### src/nvmcrb_pkg.sv
package nvmcrb_pkg;

  // ****************************************
  // Register offsets
  // ****************************************
  localparam logic [3:0] OFS_COMMAND_CONTROL = 4'h0;
  localparam logic [3:0] OFS_PROTECTION_CONTROL = 4'h1;
  localparam logic [3:0] OFS_BUSY_ERROR_STATUS = 4'h2;
  localparam logic [3:0] OFS_INTERRUPT_ENABLE = 4'h3;
  localparam logic [3:0] OFS_INTERRUPT_FLAGS = 4'h4;
  localparam logic [3:0] OFS_FUSE_DATA_LO = 4'h6;
  localparam logic [3:0] OFS_FUSE_DATA_HI = 4'h7;
  localparam logic [3:0] OFS_LAST_ADDRESS_LO = 4'h8;
  localparam logic [3:0] OFS_LAST_ADDRESS_HI = 4'h9;

  // ****************************************
  // Field positions and reset values
  // ****************************************
  localparam int BIT_APP_WRITE_PROTECT = 0;
  localparam int BIT_BOOT_SECTION_LOCK = 1;
  localparam int BIT_FLASH_BUSY = 0;
  localparam int BIT_EEPROM_BUSY = 1;
  localparam int BIT_WRITE_FAIL = 2;
  localparam int BIT_EEPROM_READY = 0;
  localparam logic [7:0] RST_BYTE = 8'h00;
  localparam logic [15:0] RST_WORD = 16'h0000;

  // ****************************************
  // Timing counts
  // ****************************************
  localparam logic [2:0] KEY_WINDOW_INSTR = 3'h4;
  localparam logic [2:0] BUF_CLEAR_CYCLES = 3'h7;

  // Command codes.
  typedef enum logic [2:0] {
    CMD_NONE = 3'h0,
    CMD_PAGE_WRITE = 3'h1,
    CMD_PAGE_ERASE = 3'h2,
    CMD_ERASE_WRITE = 3'h3,
    CMD_BUFFER_CLEAR = 3'h4,
    CMD_FULL_ERASE = 3'h5,
    CMD_EEPROM_WIPE = 3'h6,
    CMD_FUSE_PROGRAM = 3'h7
  } nvmcrb_cmd_type;

  // Controller states, Gray coded along idle, run, clear.
  typedef enum logic [1:0] {
    ST_IDLE = 2'b00,
    ST_RUN = 2'b01,
    ST_CLEAR = 2'b11
  } nvmcrb_state_type;

  // Operation request sent to the array sequencer.
  typedef struct packed {
    logic start;
    nvmcrb_cmd_type code;
    logic to_flash;
    logic to_eeprom;
    logic [15:0] addr;
    logic [15:0] data;
  } nvmcrb_op_type;

endpackage

### src/nvmcrb_top.sv
`timescale 1ns/1ps
`default_nettype none
module nvmcrb_top
  import nvmcrb_pkg::*;
#(
  parameter logic [15:0] EE_BASE = 16'h1400,
  parameter logic [15:0] EE_LAST = 16'h14FF,
  parameter logic [15:0] FLASH_BASE = 16'h8000,
  parameter logic [15:0] BOOT_LAST = 16'h81FF
) (
  // Clock and reset.
  input wire logic i_core_clk,
  input wire logic i_srst,
  // Register port, byte wide.
  input wire logic [3:0] i_reg_addr,
  input wire logic [7:0] i_reg_wdata,
  input wire logic i_reg_wr,
  input wire logic i_reg_rd,
  input wire logic i_reg_from_debug,
  output logic [7:0] o_reg_rdata,
  // Key and instruction tracking.
  input wire logic i_key_write,
  input wire logic i_instr_done,
  input wire logic i_cpu_in_boot,
  // Stores into the page buffer.
  input wire logic i_store_valid,
  input wire logic [15:0] i_store_addr,
  // Boot section reads and fetches.
  input wire logic i_boot_hit,
  input wire logic [15:0] i_mem_rdata,
  output logic [15:0] o_mem_rdata,
  // Fuse and array sequencer.
  input wire logic i_eeprom_preserve_fuse,
  input wire logic i_op_done,
  output var nvmcrb_op_type o_op,
  output logic o_buf_clear,
  output logic o_cpu_halt,
  output logic o_app_wr_block,
  output logic o_boot_block,
  output logic o_irq
);

  // ****************************************
  // State
  // ****************************************
  typedef struct packed {
    nvmcrb_state_type st;
    logic [2:0] cmd;
    logic boot_wr;
    logic boot_lock;
    logic app_wp;
    logic wr_fail;
    logic ee_busy;
    logic fl_busy;
    logic ready_en;
    logic ready_flag;
    logic [15:0] data;
    logic [15:0] addr;
    logic [2:0] key_cnt;
    logic [2:0] clr_cnt;
    logic buf_written;
    logic buf_mixed;
    logic buf_in_ee;
    logic in_boot;
    logic [7:0] rdata;
    logic [15:0] mem_rdata;
    nvmcrb_op_type op;
    logic buf_clear;
    logic halt;
    logic irq;
  } nvmcrb_regs_type;

  nvmcrb_regs_type r_q;
  nvmcrb_regs_type r_d;

  logic sel_ee;
  logic sel_app;
  logic sel_boot;
  logic st_ee;
  logic wr_cmd;
  logic cmd_ok;
  nvmcrb_cmd_type new_cmd;
  logic fail;

  // ****************************************
  // Address decode
  // ****************************************
  // Target memory follows the address register.
  // address picks memory
  assign sel_ee = (r_q.addr >= EE_BASE) && (r_q.addr <= EE_LAST);
  assign sel_boot = (r_q.addr >= FLASH_BASE) && (r_q.addr <= BOOT_LAST);
  assign sel_app = (r_q.addr > BOOT_LAST);
  assign st_ee = (i_store_addr >= EE_BASE) && (i_store_addr <= EE_LAST);
  assign new_cmd = nvmcrb_cmd_type'(i_reg_wdata[2:0]);
  assign wr_cmd = i_reg_wr && (i_reg_addr == OFS_COMMAND_CONTROL);

  // Command gate: key window for the processor, fuse program for the debug port only.
  always_comb begin
    cmd_ok = (r_q.st == ST_IDLE);
    if (!i_reg_from_debug && (r_q.key_cnt == 3'h0)) begin
      cmd_ok = 1'b0;
    end
    if (!i_reg_from_debug && (new_cmd == CMD_FUSE_PROGRAM)) begin
      cmd_ok = 1'b0;
    end
  end

  // Failure of the command being issued.
  always_comb begin
    fail = 1'b0;
    if ((new_cmd == CMD_PAGE_WRITE) || (new_cmd == CMD_PAGE_ERASE) ||
        (new_cmd == CMD_ERASE_WRITE)) begin
      fail = (sel_app && r_q.app_wp) || r_q.buf_mixed || (sel_boot && !i_cpu_in_boot);
    end
  end

  // ****************************************
  // Next state
  // ****************************************
  always_comb begin
    r_d = r_q;
    r_d.op.start = 1'b0;
    r_d.buf_clear = 1'b0;
    r_d.rdata = RST_BYTE;
    r_d.in_boot = i_cpu_in_boot;

    // Key window counts down one per finished instruction.
    // four instruction window
    if (i_key_write) begin
      r_d.key_cnt = KEY_WINDOW_INSTR;
    end else if (i_instr_done && (r_q.key_cnt != 3'h0)) begin
      r_d.key_cnt = r_q.key_cnt - 3'h1;
    end

    // Page buffer stores track the last address and the written sections.
    // address on each store
    if (i_store_valid) begin
      r_d.addr = i_store_addr;
      r_d.buf_written = 1'b1;
      r_d.buf_in_ee = st_ee;
      if (r_q.buf_written && (r_q.buf_in_ee != st_ee)) begin
        r_d.buf_mixed = 1'b1;
      end
    end

    // Register writes. Unused bits are dropped.
    // unused bits ignored
    if (i_reg_wr) begin
      unique case (i_reg_addr)
        OFS_PROTECTION_CONTROL: begin
          if (i_reg_wdata[BIT_APP_WRITE_PROTECT]) begin
            r_d.app_wp = 1'b1;
          end
          if (i_reg_wdata[BIT_BOOT_SECTION_LOCK] && i_cpu_in_boot) begin
            r_d.boot_wr = 1'b1;
          end
        end
        OFS_INTERRUPT_ENABLE: r_d.ready_en = i_reg_wdata[BIT_EEPROM_READY];
        OFS_INTERRUPT_FLAGS: begin
          if (i_reg_wdata[BIT_EEPROM_READY]) begin
            r_d.ready_flag = 1'b0;
          end
        end
        OFS_FUSE_DATA_LO: r_d.data[7:0] = i_reg_wdata;
        OFS_FUSE_DATA_HI: r_d.data[15:8] = i_reg_wdata;
        OFS_LAST_ADDRESS_LO: begin
          if (!i_store_valid) begin
            r_d.addr[7:0] = i_reg_wdata;
          end
        end
        OFS_LAST_ADDRESS_HI: begin
          if (!i_store_valid) begin
            r_d.addr[15:8] = i_reg_wdata;
          end
        end
        default: begin
        end
      endcase
    end

    // Lock becomes active on the first exit from the boot section.
    // active on boot exit
    if (r_q.boot_wr && r_q.in_boot && !i_cpu_in_boot) begin
      r_d.boot_lock = 1'b1;
    end

    // Command controller.
    unique case (r_q.st)
      ST_IDLE: begin
        if (wr_cmd && cmd_ok) begin
          r_d.cmd = new_cmd;
          r_d.op.code = new_cmd;
          r_d.op.addr = r_q.addr;
          r_d.op.data = r_q.data;
          r_d.op.to_flash = 1'b0;
          r_d.op.to_eeprom = 1'b0;
          r_d.key_cnt = 3'h0;
          r_d.wr_fail = 1'b0;
          unique case (new_cmd)
            CMD_NONE: begin
            end
            CMD_PAGE_WRITE, CMD_PAGE_ERASE, CMD_ERASE_WRITE: begin
              if (fail) begin
                r_d.wr_fail = 1'b1;
              end else if ((new_cmd == CMD_PAGE_WRITE) || r_q.buf_written) begin
                r_d.op.start = 1'b1;
                r_d.op.to_flash = !sel_ee;
                r_d.op.to_eeprom = sel_ee;
                r_d.ee_busy = sel_ee;
                r_d.fl_busy = !sel_ee;
                r_d.halt = !sel_ee;
                r_d.st = ST_RUN;
              end
            end
            CMD_BUFFER_CLEAR: begin
              r_d.buf_clear = 1'b1;
              r_d.halt = 1'b1;
              r_d.clr_cnt = BUF_CLEAR_CYCLES;
              r_d.st = ST_CLEAR;
            end
            CMD_FULL_ERASE: begin
              r_d.op.start = 1'b1;
              r_d.op.to_flash = 1'b1;
              r_d.op.to_eeprom = !i_eeprom_preserve_fuse;
              r_d.fl_busy = 1'b1;
              r_d.ee_busy = !i_eeprom_preserve_fuse;
              r_d.halt = 1'b1;
              r_d.st = ST_RUN;
            end
            CMD_EEPROM_WIPE: begin
              r_d.op.start = 1'b1;
              r_d.op.to_eeprom = 1'b1;
              r_d.ee_busy = 1'b1;
              r_d.halt = 1'b1;
              r_d.st = ST_RUN;
            end
            CMD_FUSE_PROGRAM: begin
              r_d.op.start = 1'b1;
              r_d.fl_busy = 1'b1;
              r_d.st = ST_RUN;
            end
          endcase
        end
      end
      ST_RUN: begin
        if (i_op_done) begin
          r_d.ee_busy = 1'b0;
          r_d.fl_busy = 1'b0;
          r_d.halt = 1'b0;
          r_d.st = ST_IDLE;
          if ((r_q.cmd == CMD_PAGE_WRITE) || (r_q.cmd == CMD_PAGE_ERASE) ||
              (r_q.cmd == CMD_ERASE_WRITE)) begin
            r_d.buf_clear = 1'b1;
            r_d.buf_written = 1'b0;
            r_d.buf_mixed = 1'b0;
          end
        end
      end
      ST_CLEAR: begin
        r_d.buf_written = 1'b0;
        r_d.buf_mixed = 1'b0;
        if (r_q.clr_cnt == 3'h1) begin
          r_d.halt = 1'b0;
          r_d.st = ST_IDLE;
        end else begin
          r_d.clr_cnt = r_q.clr_cnt - 3'h1;
        end
      end
      default: begin
        r_d.st = ST_IDLE;
        r_d.halt = 1'b0;
      end
    endcase

    // Ready flag is set whenever the EEPROM is idle; set wins over clear.
    // continuous request
    if (!r_d.ee_busy) begin
      r_d.ready_flag = 1'b1;
    end
    r_d.irq = r_d.ready_en & r_d.ready_flag;

    // Locked boot reads and fetches return zero.
    // block boot reads
    r_d.mem_rdata = (r_q.boot_lock && i_boot_hit) ? RST_WORD : i_mem_rdata;

    // Register read mux.
    if (i_reg_rd) begin
      unique case (i_reg_addr)
        OFS_COMMAND_CONTROL: r_d.rdata = {5'h00, r_q.cmd};
        OFS_PROTECTION_CONTROL: r_d.rdata = {6'h00, r_q.boot_wr, r_q.app_wp};
        OFS_BUSY_ERROR_STATUS: r_d.rdata = {5'h00, r_q.wr_fail, r_q.ee_busy, r_q.fl_busy};
        OFS_INTERRUPT_ENABLE: r_d.rdata = {7'h00, r_q.ready_en};
        OFS_INTERRUPT_FLAGS: r_d.rdata = {7'h00, r_q.ready_flag};
        OFS_FUSE_DATA_LO: r_d.rdata = r_q.data[7:0];
        OFS_FUSE_DATA_HI: r_d.rdata = r_q.data[15:8];
        OFS_LAST_ADDRESS_LO: r_d.rdata = r_q.addr[7:0];
        OFS_LAST_ADDRESS_HI: r_d.rdata = r_q.addr[15:8];
        default: r_d.rdata = RST_BYTE;
      endcase
    end
  end

  // ****************************************
  // State register
  // ****************************************
  always_ff @(posedge i_core_clk) begin
    if (i_srst) begin
      r_q <= '0;
    end else begin
      r_q <= r_d;
    end
  end

  // Outputs come straight from the state register.
  assign o_reg_rdata = r_q.rdata;
  assign o_mem_rdata = r_q.mem_rdata;
  assign o_op = r_q.op;
  assign o_buf_clear = r_q.buf_clear;
  assign o_cpu_halt = r_q.halt;
  assign o_app_wr_block = r_q.app_wp;
  assign o_boot_block = r_q.boot_lock;
  // Interrupt level is registered with the enable and flag it follows.
  assign o_irq = r_q.irq;

endmodule
`default_nettype wire

### config.mk
export PLATFORM = sky130hd
export DESIGN_NAME = nvmcrb_top
export DESIGN_NICKNAME = d
export VERILOG_FILES = /design/src/nvmcrb_pkg.sv /design/src/nvmcrb_top.sv
export SDC_FILE = /design/constraint.sdc
export NUM_CORES = 1
export LEC_CHECK = 0
export ABC_AREA = 1
export BUFFER_PORTS_ARGS = -buffer_cell sky130_fd_sc_hd__buf_2
export CORE_ASPECT_RATIO = 0.75
export CORE_MARGIN = 10
export CORE_UTILIZATION = 45
export CTS_BUF_LIST = sky130_fd_sc_hd__clkbuf_16
export CTS_CLUSTER_SIZE = 40
export DETAILED_ROUTE_END_ITERATION = 16
export GPL_TIMING_DRIVEN = 0
export PLACE_DENSITY = 0.78
export REMOVE_ABC_BUFFERS = 1
export SLEW_MARGIN = 20
export SYNTH_ARGS = -nofsm -noshare
export SYNTH_HDL_FRONTEND = slang
export SYNTH_SLANG_ARGS = --single-unit
export TNS_END_PERCENT = 1
### constraint.sdc
create_clock -name i_core_clk -period 4.1 [get_ports i_core_clk]
set_clock_uncertainty 0.05 [all_clocks]
set_input_delay 0.615 -clock i_core_clk [delete_from_list [all_inputs] [get_ports i_core_clk]]
set_output_delay 0.615 -clock i_core_clk [all_outputs]
set_load 0.02 [all_outputs]
==> results of run 1 <==
report_power, final:
| part | total, mW | switching (mW) | internal [mW] |
|---|---|---|---|
| logic | 0.222 | 0.148 | 0.0741 |
| clock network | 1.39 | 0.556 | 0.835 |
| registers | 1.19 | 0.0169 | 1.17 |
worst register-to-register path: stages, from the launching register on:
cell	delay, ns
dfxtp_1	0.34
inv_1	0.07
ha_1	0.20
inv_1	0.07
nor2_1	0.05
o21bai_2	0.18
nand2_4	0.29
inv_4	0.31
nand2_2	0.42
a211oi_1	0.36
layer usage:
layer  track usage [%]  vias up
met5                 0        -
met4              5.58        0
met3              6.40       24
met2              25.6      213
met1              22.2     2110
li1                  -     2342
how the worst min path moves through the flow:
| stage | slack (ns) | depth (start not counted) | endpoint |
|---|---|---|---|
| floorplan | 0.38 | 2 | r_q[67]$_SDFF_PP0_ |
| global placement | 0.40 | 2 | r_q[67]$_SDFF_PP0_ |
| detailed placement | 0.40 | 2 | r_q[67]$_SDFF_PP0_ |
| CTS | 0.35 | 2 | r_q[72]$_SDFF_PP0_ |
| global route | 0.36 | 2 | r_q[72]$_SDFF_PP0_ |
| finish | 0.35 | 2 | r_q[72]$_SDFF_PP0_ |
registers in the layout, indices dropped and copies added (netlist names):
register,cells
r_q,50
o_boot_block,1
o_cpu_halt,1
o_irq,1
o_buf_clear,1
o_app_wr_block,1
o_reg_rdata,8
o_op,38
o_mem_rdata,16
cell type report:
class	count	area, um^2	area share, %
repair buffers	123	631	10.3
inverters	96	363	5.93
clock inverters	15	130	2.13
clock buffers	17	425	6.95
diodes	1	2.50	0.0409
flip-flops and latches	117	2340	38.3
well taps	162	203	3.31
multi-input cells	395	2030	33.1
synthesized netlist by cell type, types with 6 or more instances:
cell and n:
a211oi_1 8, a21oi_1 33, a31oi_1 6, buf_2 9, buf_4 65, clkbuf_1 15, dfxtp_1 117, inv_1 89
inv_2 6, nand2_1 80, nand3_1 60, nor2_1 76, nor3_1 7, o211ai_1 7, o21ai_0 50, o22ai_1 18
per-stage QoR:
step	hold WS (ns)	std cells	worst slack, ns
6_report	0.351	926	1.67
5_1_grt	0.356	925	1.48
4_1_cts	0.346	925	1.66
3_5_place_dp	0.403	893	1.37
3_3_place_gp	0.398	892	0.271
2_1_floorplan	0.385	608	1.75
cell families (layout without fill, tap and decap cells):
| family | Yosys count | count (layout) | synth area share [%] |
|---|---|---|---|
| DFF | 117 | 117 | 43.9 |
| and+or+nand+nor | 247 | 247 | 21.0 |
| adders and majority gates | 4 | 4 | 0.939 |
| xor gates and xnor gates | 2 | 2 | 0.329 |
| other | 0 | 1 | 0 |
| AOI/OAI and AO/OA | 142 | 142 | 15.7 |
| buffers and inverters | 188 | 251 | 18.1 |
layout by cell type, fill, tap and decap left out, types with 2 or more instances in the layout:
cell type and n:
buf_2 122, dfxtp_1 117, inv_1 89, nand2_1 80, nor2_1 76, nand3_1 60
o21ai_0 50, a21oi_1 33, o22ai_1 18, clkbuf_16 17, a211oi_1 8, nor3_1 7
inv_2 7, o211ai_1 7, a31oi_1 6, nand2_2 5, nor2_4 5, nand4_1 5
a221oi_1 5, inv_6 5, a22oi_1 4, ha_1 4, o21ai_1 3, clkinv_2 3
clkinv_4 3, o2111ai_1 2, nand3b_1 2, xor2_1 2, nor4_1 2
==> PnR_summary.wiki, run 1 <==
{| class="wikitable"
! Metric !! Value
|-
| Design Power || between 2 and 3 mW
|-
| CTS buffer count || 17
|-
| Required time of the critical path || 4.36 ns
|-
| Vias after detailed routing || 4689
|-
| Metal3 WL || 1.52 mm
|-
| Chip Width || approximately 150 um
|-
| Final-layout fill cell count || 1124
|-
| Library cell with the largest summed area after synthesis || dfxtp_1
|-
| Maximum net fanout on the critical path || 37
|-
| Wire length the detailed router placed on met1 || 6.51 mm
|-
| Crit Reg-Reg Endpoint || o_op[37]$_SDFF_PP0_
|-
| Number of iterations in the first detailed-routing pass || 5
|-
| CP max stage delay || 0.42 ns
|-
| Critical Path Stages || 9
|-
| F_max || 0.411 GHz
|-
| Die Span Y || 114 um
|-
| Actual slew at the worst max-slew pin || roughly 0.74 ns
|-
| Overall routed net length || 14.7 mm
|-
| Buffers inserted during post-CTS setup optimization || 0
|-
| Yosys Warn Count || 0
|-
| Crit path capture type || flop
|-
| Deepest clock path buffer count || 2
|-
| Kind of start point of the critical path || flop
|-
| Post-synth EDFFs || 0
|-
| IO Count || 123
|-
| Final critical path time including I/O delays and setup || ~2.4 ns
|-
| Critical path type || reg -> reg
|-
| R2r startpoint || r_q[72]$_SDFF_PP0_
|-
| Placeable core region || 11600 um^2
|-
| Clock-pin slew on the worst setup and hold paths || 0.06 ns
|-
| Detail-routed via count per cell || 5.06
|-
| Die Outline Area || 16600 um^2
|-
| Min-delay src || i_key_write
|-
| Met2 wire length || 6.39 mm
|-
| Nets@finish || 810
|-
| Overall global routing resource usage || 17.1%
|-
| Area grow syn2layout || 14.8%
|-
| Top routing layer in use || met4
|-
| Port bufs || 122
|-
| Initial antenna violation count || 0
|-
| Vias in the first global route || 4440
|-
| Last weighted congestion value of the routability-driven placer || 0.922
|-
| Clock tree from TritonCTS || yes
|-
| Count of distinct cell types in the synthesized netlist || 40
|-
| DRT antenna net count || 0
|-
| TritonCTS sink count || ~120
|-
| Most frequently used flop master after synthesis || dfxtp_1
|-
| Critical-path cell with the highest stage delay || nand2_2
|-
| Static Leakage || 2.84 nW
|-
| Share of post-route cells with drive strength above 1 || 23.3%
|-
| Worst-Skew Late Latency || 0.41 ns
|-
| Number of rows in the core area || 34
|-
| R2R Setup Slk || 1.67 ns
|-
| FFs w/ async S/R, synth || 0%
|-
| Cell breakdown of the critical path || inv_1 > ha_1 > inv_1 > nor2_1 > o21bai_2 > nand2_4 > inv_4 > nand2_2 > a211oi_1
|-
| Hpwl dp || 10.5 mm
|-
| Critical Path AT || 2.69 ns
|-
| Routed wirelength normalized by instance count || approximately 16 um
|-
| Synth area leaders || dfxtp_1 (44%), buf_4 (9.2%), inv_1 (6.3%), nand2_1 (5.6%), nand3_1 (5.6%)
|-
| Register area share after synthesis || 43.9%
|-
| Synthesized area || about 5300 um^2
|-
| Maximum number of pins on one net before global-route repair || between 40 and 50
|-
| Final standard cell utilization of the core || 52.9%
|-
| Top-area cell type share of the netlist area || 43.9%
|-
| Final period utilization || 59.3%
|-
| Cell at the root of the clock tree || clkbuf_16
|-
| Classification of the worst-slack hold path || in -> reg
|-
| Worst setup path startpoint || r_q[72]$_SDFF_PP0_
|-
| R2R cell count || 9
|-
| Crit path buf inv count || 3
|-
| Total negative setup slack || 0 ns
|-
| Destination of the critical timing path || o_op[37]$_SDFF_PP0_
|-
| Power density of the placed cells || 457 nW/um^2
|-
| Slew HR || 50.7%
|-
| Final hold violations || 0
|-
| Max-cap violations || 0
|-
| Most frequent CP cell || inv_1
|-
| Total number of H-tree levels || 4
|-
| Post-synthesis instance total || 700
|-
| Number of violations reported at the end of detailed-routing iteration 0 || 468
|-
| Post-route cell area || between 6000 and 7000 um^2
|-
| Placed inst area || about 5600 um^2
|-
| Total of flip-flops plus latches after synthesis || approximately 120
|-
| Number of buffers inserted by hold repair at cts || 0
|-
| Global-route wire length before repair || 23.1 mm
|-
| Final max-slew violation count || 0
|-
| Effective utilization at floorplan || between 40% and 50%
|-
| RSZ-0062 raised after global routing || no
|-
| Cell family with the largest share of critical-path delay || simple AND/OR/NAND/NOR gates
|-
| Number of setup violations in the final report || 0
|-
| Per-instance average area after synthesis || 7.62 um^2
|-
| Post-CTS resize count || 0
|-
| Overflow after GRT || 0
|-
| Status || completed
|-
| Remaining DRCs || 0
|-
| Worst vdd ir || 0.344 mV
|}
(Power assumes the default switching activity.)
==> inputs of run 2 (changes only) <==
- clock period: 4.1 -> 2.5 ns (I/O delays scaled with it)
==> PnR_summary.wiki, run 2 (synthesis results as in run 1) <==
{| class="wikitable"
! Metric !! Value
|-
| Number of iterations in the first detailed-routing pass || 5
|-
| Number of flip-flops in the largest register || 50
|-
| Area grow syn2layout || 14.9%
|-
| Total negative setup slack || 0 ns
|-
| CTS buffer count || 17
|-
| Critical path type || reg -> reg
|-
| Die Outline Area || roughly 17000 um^2
|-
| Cell at the root of the clock tree || clkbuf_16
|-
| Area occupied by multi-input gates || 2030 um^2
|-
| Required time of the critical path || about 2.8 ns
|-
| Worst-Skew Late Latency || a little over 0.4 ns
|-
| Number of rows in the core area || 34
|-
| Port bufs || ~120
|-
| IO Count || around 120
|-
| Post-route cell area || 6130 um^2
|-
| Total number of H-tree levels || 4
|-
| Final period utilization || 91.8%
|-
| Vias in the first global route || 4440
|-
| Final-layout fill cell count || 1123
|-
| Hpwl dp || 10.5 mm
|-
| Most frequent CP cell || inv_1
|-
| TritonCTS sink count || 117
|-
| Power density of the placed cells || 748 nW/um^2
|-
| Final max-slew violation count || 0
|-
| Maximum number of pins on one net before global-route repair || 45
|-
| F_max || 0.436 GHz
|-
| Routed wirelength normalized by instance count || 15.8 um
|-
| Chip Width || about 150 um
|-
| DRT antenna net count || 0
|-
| Detail-routed via count per cell || approximately 5.1
|-
| Vias after detailed routing || 4702
|-
| RSZ-0062 raised after global routing || no
|-
| Actual slew at the worst max-slew pin || 0.742 ns
|-
| Share of post-route cells with drive strength above 1 || between 20% and 30%
|-
| Cell breakdown of the critical path || inv_1 > ha_1 > inv_1 > nor2_1 > o21bai_2 > nand2_4 > inv_4 > nand3_1 > nand2_1 > inv_1 > o21ai_1 > a21oi_1
|-
| Final critical path time including I/O delays and setup || between 2 and 2.5 ns
|-
| Number of violations reported at the end of detailed-routing iteration 0 || 461
|-
| Worst vdd ir || 0.563 mV
|-
| Effective utilization at floorplan || 46.1%
|-
| Remaining DRCs || 0
|-
| Status || completed
|-
| Overall global routing resource usage || 17.1%
|-
| Max-cap violations || 0
|-
| Most common library cell in the layout ignoring fill and taps || buf_2
|-
| Final standard cell utilization of the core || 53.0%
|-
| Number of buffers inserted by hold repair at cts || 0
|-
| Number of setup violations in the final report || 0
|-
| Worst Hold Margin || 0.116 ns
|-
| Overall routed net length || 14.7 mm
|-
| Die Span Y || 114 um
|-
| Crit path capture type || flop
|-
| Clock tree from TritonCTS || yes
|-
| Design Power || 4.58 mW
|-
| CP max stage delay || 0.34 ns
|-
| Clock-pin slew on the worst setup and hold paths || 0.06 ns
|-
| Register containing the most flip-flops in the final layout || r_q
|-
| Maximum net fanout on the critical path || 37
|-
| Placeable core region || 11600 um^2
|-
| Critical-path cell with the highest stage delay || dfxtp_1
|-
| Commonest non-fill, non-tap cells in the layout || buf_2 (122), dfxtp_1 (117), inv_1 (89), nand2_1 (80), nor2_1 (76)
|-
| Global-route wire length before repair || 23.1 mm
|-
| Final hold violations || 0
|-
| Static Leakage || 2.85 nW
|-
| Overflow after GRT || 0
|-
| Sequential cell area || 2340 um^2
|-
| Kind of start point of the critical path || flop
|-
| Placed inst area || 5560 um^2
|-
| Critical Path AT || 2.55 ns
|-
| Deepest clock path buffer count || 2
|-
| Initial antenna violation count || 0
|-
| Slew HR || 50.5%
|-
| Classification of the worst-slack hold path || in -> reg
|-
| Last weighted congestion value of the routability-driven placer || 0.922
|-
| Nets@finish || between 800 and 900
|}
[run 2: final timing paths]
kind	cells after the start	startpoint	slack [ns]	end
max	12	r_q[72]$_SDFF_PP0_	0.20	r_q[70]$_SDFFE_PP0P_
min	2	i_key_write	0.12	r_q[72]$_SDFF_PP0_
max reg2reg	12	r_q[72]$_SDFF_PP0_	0.20	r_q[70]$_SDFFE_PP0P_
min reg2reg	2	r_q[67]$_SDFF_PP0_	0.42	r_q[67]$_SDFF_PP0_
[run 2: where the power goes]
group	leakage (nW)	internal [mW]	switching [mW]
Sequential	0.953	1.92	0.0277
Combinational	1.62	0.122	0.243
Clock	0.277	1.37	0.905
Total	2.85	3.41	1.18
[run 2: critical path: cells and delay by family (launching register included)]
kind,cells,cell delay (ns)
adders and majority gates,1,0.20
buffers and inverters,4,0.54
DFF,1,0.34
and+or+nand+nor,4,0.71
AOI/OAI and AO/OA,3,0.34
[run 2: routing by layer]
metal / GRT usage [%] / vias to the layer above / part of all wire [%]
met2: 25.6 / 203 / 44
met1: 22.2 / 2127 / 45
met5: 0 / - / 0
li1: - / 2346 / -
met4: 5.58 / 0 / 1.7
met3: 6.40 / 26 / 9.6
[run 2: final cells by class]
class	count	area share [%]
antenna	1	0.0408
clock buffer	17	6.94
clock inverter	15	2.12
inverter	96	5.92
multi-input combinational	395	33.1
sequential	117	38.2
tap	162	3.31
timing repair buffer	123	10.3
[run 2: per-stage QoR]
stage               instances  worst slack, ns
detailed placement        893          0.00751
global placement          892            -1.09
floorplan                 608            0.393
global route              925           0.0545
CTS                       925           0.0585
finish                    926            0.205
[run 2: timing repair]
item / in CTS / in global routing
endpoints found under the setup margin: 0 / 17
buffers inserted: 0 / 0
gates resized for setup: 0 / 1
==> inputs of run 3 (changes only) <==
- CELL_PAD_IN_SITES_DETAIL_PLACEMENT: not set -> 0
- CELL_PAD_IN_SITES_GLOBAL_PLACEMENT: not set -> 1
- CORE_UTILIZATION: 45 -> 39
- PLACE_DENSITY: 0.78 -> 0.89
==> PnR_summary.wiki, run 3 (synthesis results as in run 1) <==
{| class="wikitable"
! Metric !! Value
|-
| Number of rows in the core area || 36
|-
| Static Leakage || 2.88 nW
|-
| Worst-Skew Late Latency || 0.41 ns
|-
| Clock tree from TritonCTS || yes
|-
| R2r startpoint || r_q[72]$_SDFF_PP0_
|-
| Share of post-route cells with drive strength above 1 || a little under a quarter
|-
| Number of setup violations in the final report || 0
|-
| Port bufs || 122
|-
| Critical path type || reg -> reg
|-
| Cell at the root of the clock tree || clkbuf_16
|-
| Global-route wire length before repair || 23.8 mm
|-
| R2R cell count || 12
|-
| Die Span Y || 121 um
|-
| Required time of the critical path || 2.75 ns
|-
| Effective utilization at floorplan || 40.4%
|-
| Register containing the most flip-flops in the final layout || r_q
|-
| Crit path capture type || flop
|-
| CTS buffer count || 17
|-
| Classification of the worst-slack hold path || in -> reg
|-
| IO Count || 123
|-
| Clock-pin slew on the worst setup and hold paths || roughly 0.050 ns
|-
| Hpwl dp || 11.1 mm
|-
| Diodes inserted || 0
|-
| Nets@finish || 810
|-
| Final period utilization || between 80% and 90%
|-
| Commonest non-fill, non-tap cells in the layout || buf_2 (122), dfxtp_1 (117), inv_1 (93), nand2_1 (80), nor2_1 (76)
|-
| Worst vdd ir || 0.509 mV
|-
| Total number of H-tree levels || 4
|-
| Final max-slew violation count || 0
|-
| TritonCTS sink count || 117
|-
| Buffers inserted during post-CTS setup optimization || 0
|-
| Number of flip-flops in the largest register || 50
|-
| R2R Setup Slk || 0.28 ns
|-
| Worst Hold Margin || ~0.12 ns
|-
| Worst Hold Depth || 2
|-
| Slew HR || 50.8%
|-
| DRT antenna net count || 0
|-
| Most common library cell in the layout ignoring fill and taps || buf_2
|-
| Overall global routing resource usage || between 15 and 20%
|-
| Maximum net fanout on the critical path || 37
|-
| Max-cap violations || 0
|-
| Initial antenna violation count || 1
|-
| Actual slew at the worst max-slew pin || 0.737 ns
|-
| Sequential cell area || around 2300 um^2
|-
| Placeable core region || 13200 um^2
|-
| Last weighted congestion value of the routability-driven placer || 0.828
|-
| Final-layout fill cell count || 1341
|-
| Vias after detailed routing || ~4700
|-
| Chip Width || 155 um
|-
| Post-CTS resize count || 0
|-
| Number of violations reported at the end of detailed-routing iteration 0 || 288
|-
| Maximum number of pins on one net before global-route repair || 43
|-
| Power density of the placed cells || 773 nW/um^2
|-
| Status || completed
|-
| Final critical path time including I/O delays and setup || approximately 2.2 ns
|-
| Final hold violations || 0
|-
| RSZ-0062 raised after global routing || no
|-
| Area grow syn2layout || 15.9%
|-
| Overflow after GRT || 0
|-
| Vias in the first global route || 4426
|-
| Min-delay src || i_key_write
|-
| Remaining DRCs || 0
|-
| Deepest clock path buffer count || 2
|-
| Area occupied by multi-input gates || approximately 2000 um^2
|-
| F_max || 0.449 GHz
|-
| Crit Reg-Reg Endpoint || r_q[70]$_SDFFE_PP0P_
|-
| Critical Path AT || between 2 and 2.5 ns
|-
| Routed wirelength normalized by instance count || 16.2 um
|-
| Die Outline Area || 18800 um^2
|-
| Number of buffers inserted by hold repair at cts || 0
|-
| Number of iterations in the first detailed-routing pass || 5
|-
| Kind of start point of the critical path || flop
|-
| Hold EP || r_q[72]$_SDFF_PP0_
|-
| Overall routed net length || ~15 mm
|-
| Detail-routed via count per cell || between 5 and 6
|-
| Final standard cell utilization of the core || about 47%
|}
==> run 3: cell count changes in the layout (fill, tap and decap cells not counted), sizes merged <==
cell and change:
inv -1, bufinv +3, clkinv -3, diode -1, clkinvlp +1
==> run 3: critical path, stage by stage (launching register included) <==
cell and delay, ns:
dfxtp_1 0.33, inv_1 0.07, ha_1 0.19, inv_1 0.06, nor2_1 0.06, o21bai_2 0.18, nand2_4 0.28, inv_4 0.31
nand3_1 0.15, nand2_1 0.17, inv_1 0.10, o21ai_1 0.12, a21oi_1 0.05
==> run 3: routing by layer <==
layer | vias up | wire length, um | track usage (%)
li1 | 2339 | - | -
met1 | 2152 | 7100 | 21.1
met2 | 170 | 6540 | 23.3
met3 | 9 | 1330 | 5.84
met4 | 2 | 113 | 4.71
met5 | - | 18 | 0
==> run 3: how the worst max path moves through the flow <==
stage | cells past startpoint | start | end
final | 12 | r_q[72]$_SDFF_PP0_ | r_q[70]$_SDFFE_PP0P_
after global routing | 11 | r_q[72]$_SDFF_PP0_ | o_cpu_halt$_SDFFE_PP0P_
after global placement | 4 | i_srst | o_op[37]$_SDFF_PP0_
after detailed placement | 10 | i_reg_wdata[1] | o_cpu_halt$_SDFFE_PP0P_
after CTS | 9 | r_q[72]$_SDFF_PP0_ | o_op[37]$_SDFF_PP0_
after floorplan | 5 | i_srst | o_cpu_halt$_SDFFE_PP0P_
==> run 3: through the flow <==
stage	TNS [ns]	setup slack (ns)	std cells	power [mW]	area (um^2)
after detailed placement	-0.0176	-0.0176	902	2.35	5580
after CTS	0	0.0804	934	4.81	6170
after global routing	0	0.0810	934	4.97	6180
after global placement	-63.03	-1.16	901	2.34	5560
after floorplan	0	0.393	608	2.18	4730
final	0	0.275	934	4.77	6180
==> run 3: report_power, final <==
group	internal [mW]	leakage [nW]	switching [mW]
sequential	1.92	0.953	0.0294
combinational	0.121	1.62	0.241
clock	1.64	0.309	0.826
==> run 3: layout make-up <==
cell class	instances	area share, %
inverter	96	5.87
timing repair buffer	123	10.2
clock inverter	15	2.81
clock buffer	17	6.88
sequential	117	37.9
tap	171	3.46
multi-input combinational	395	32.9
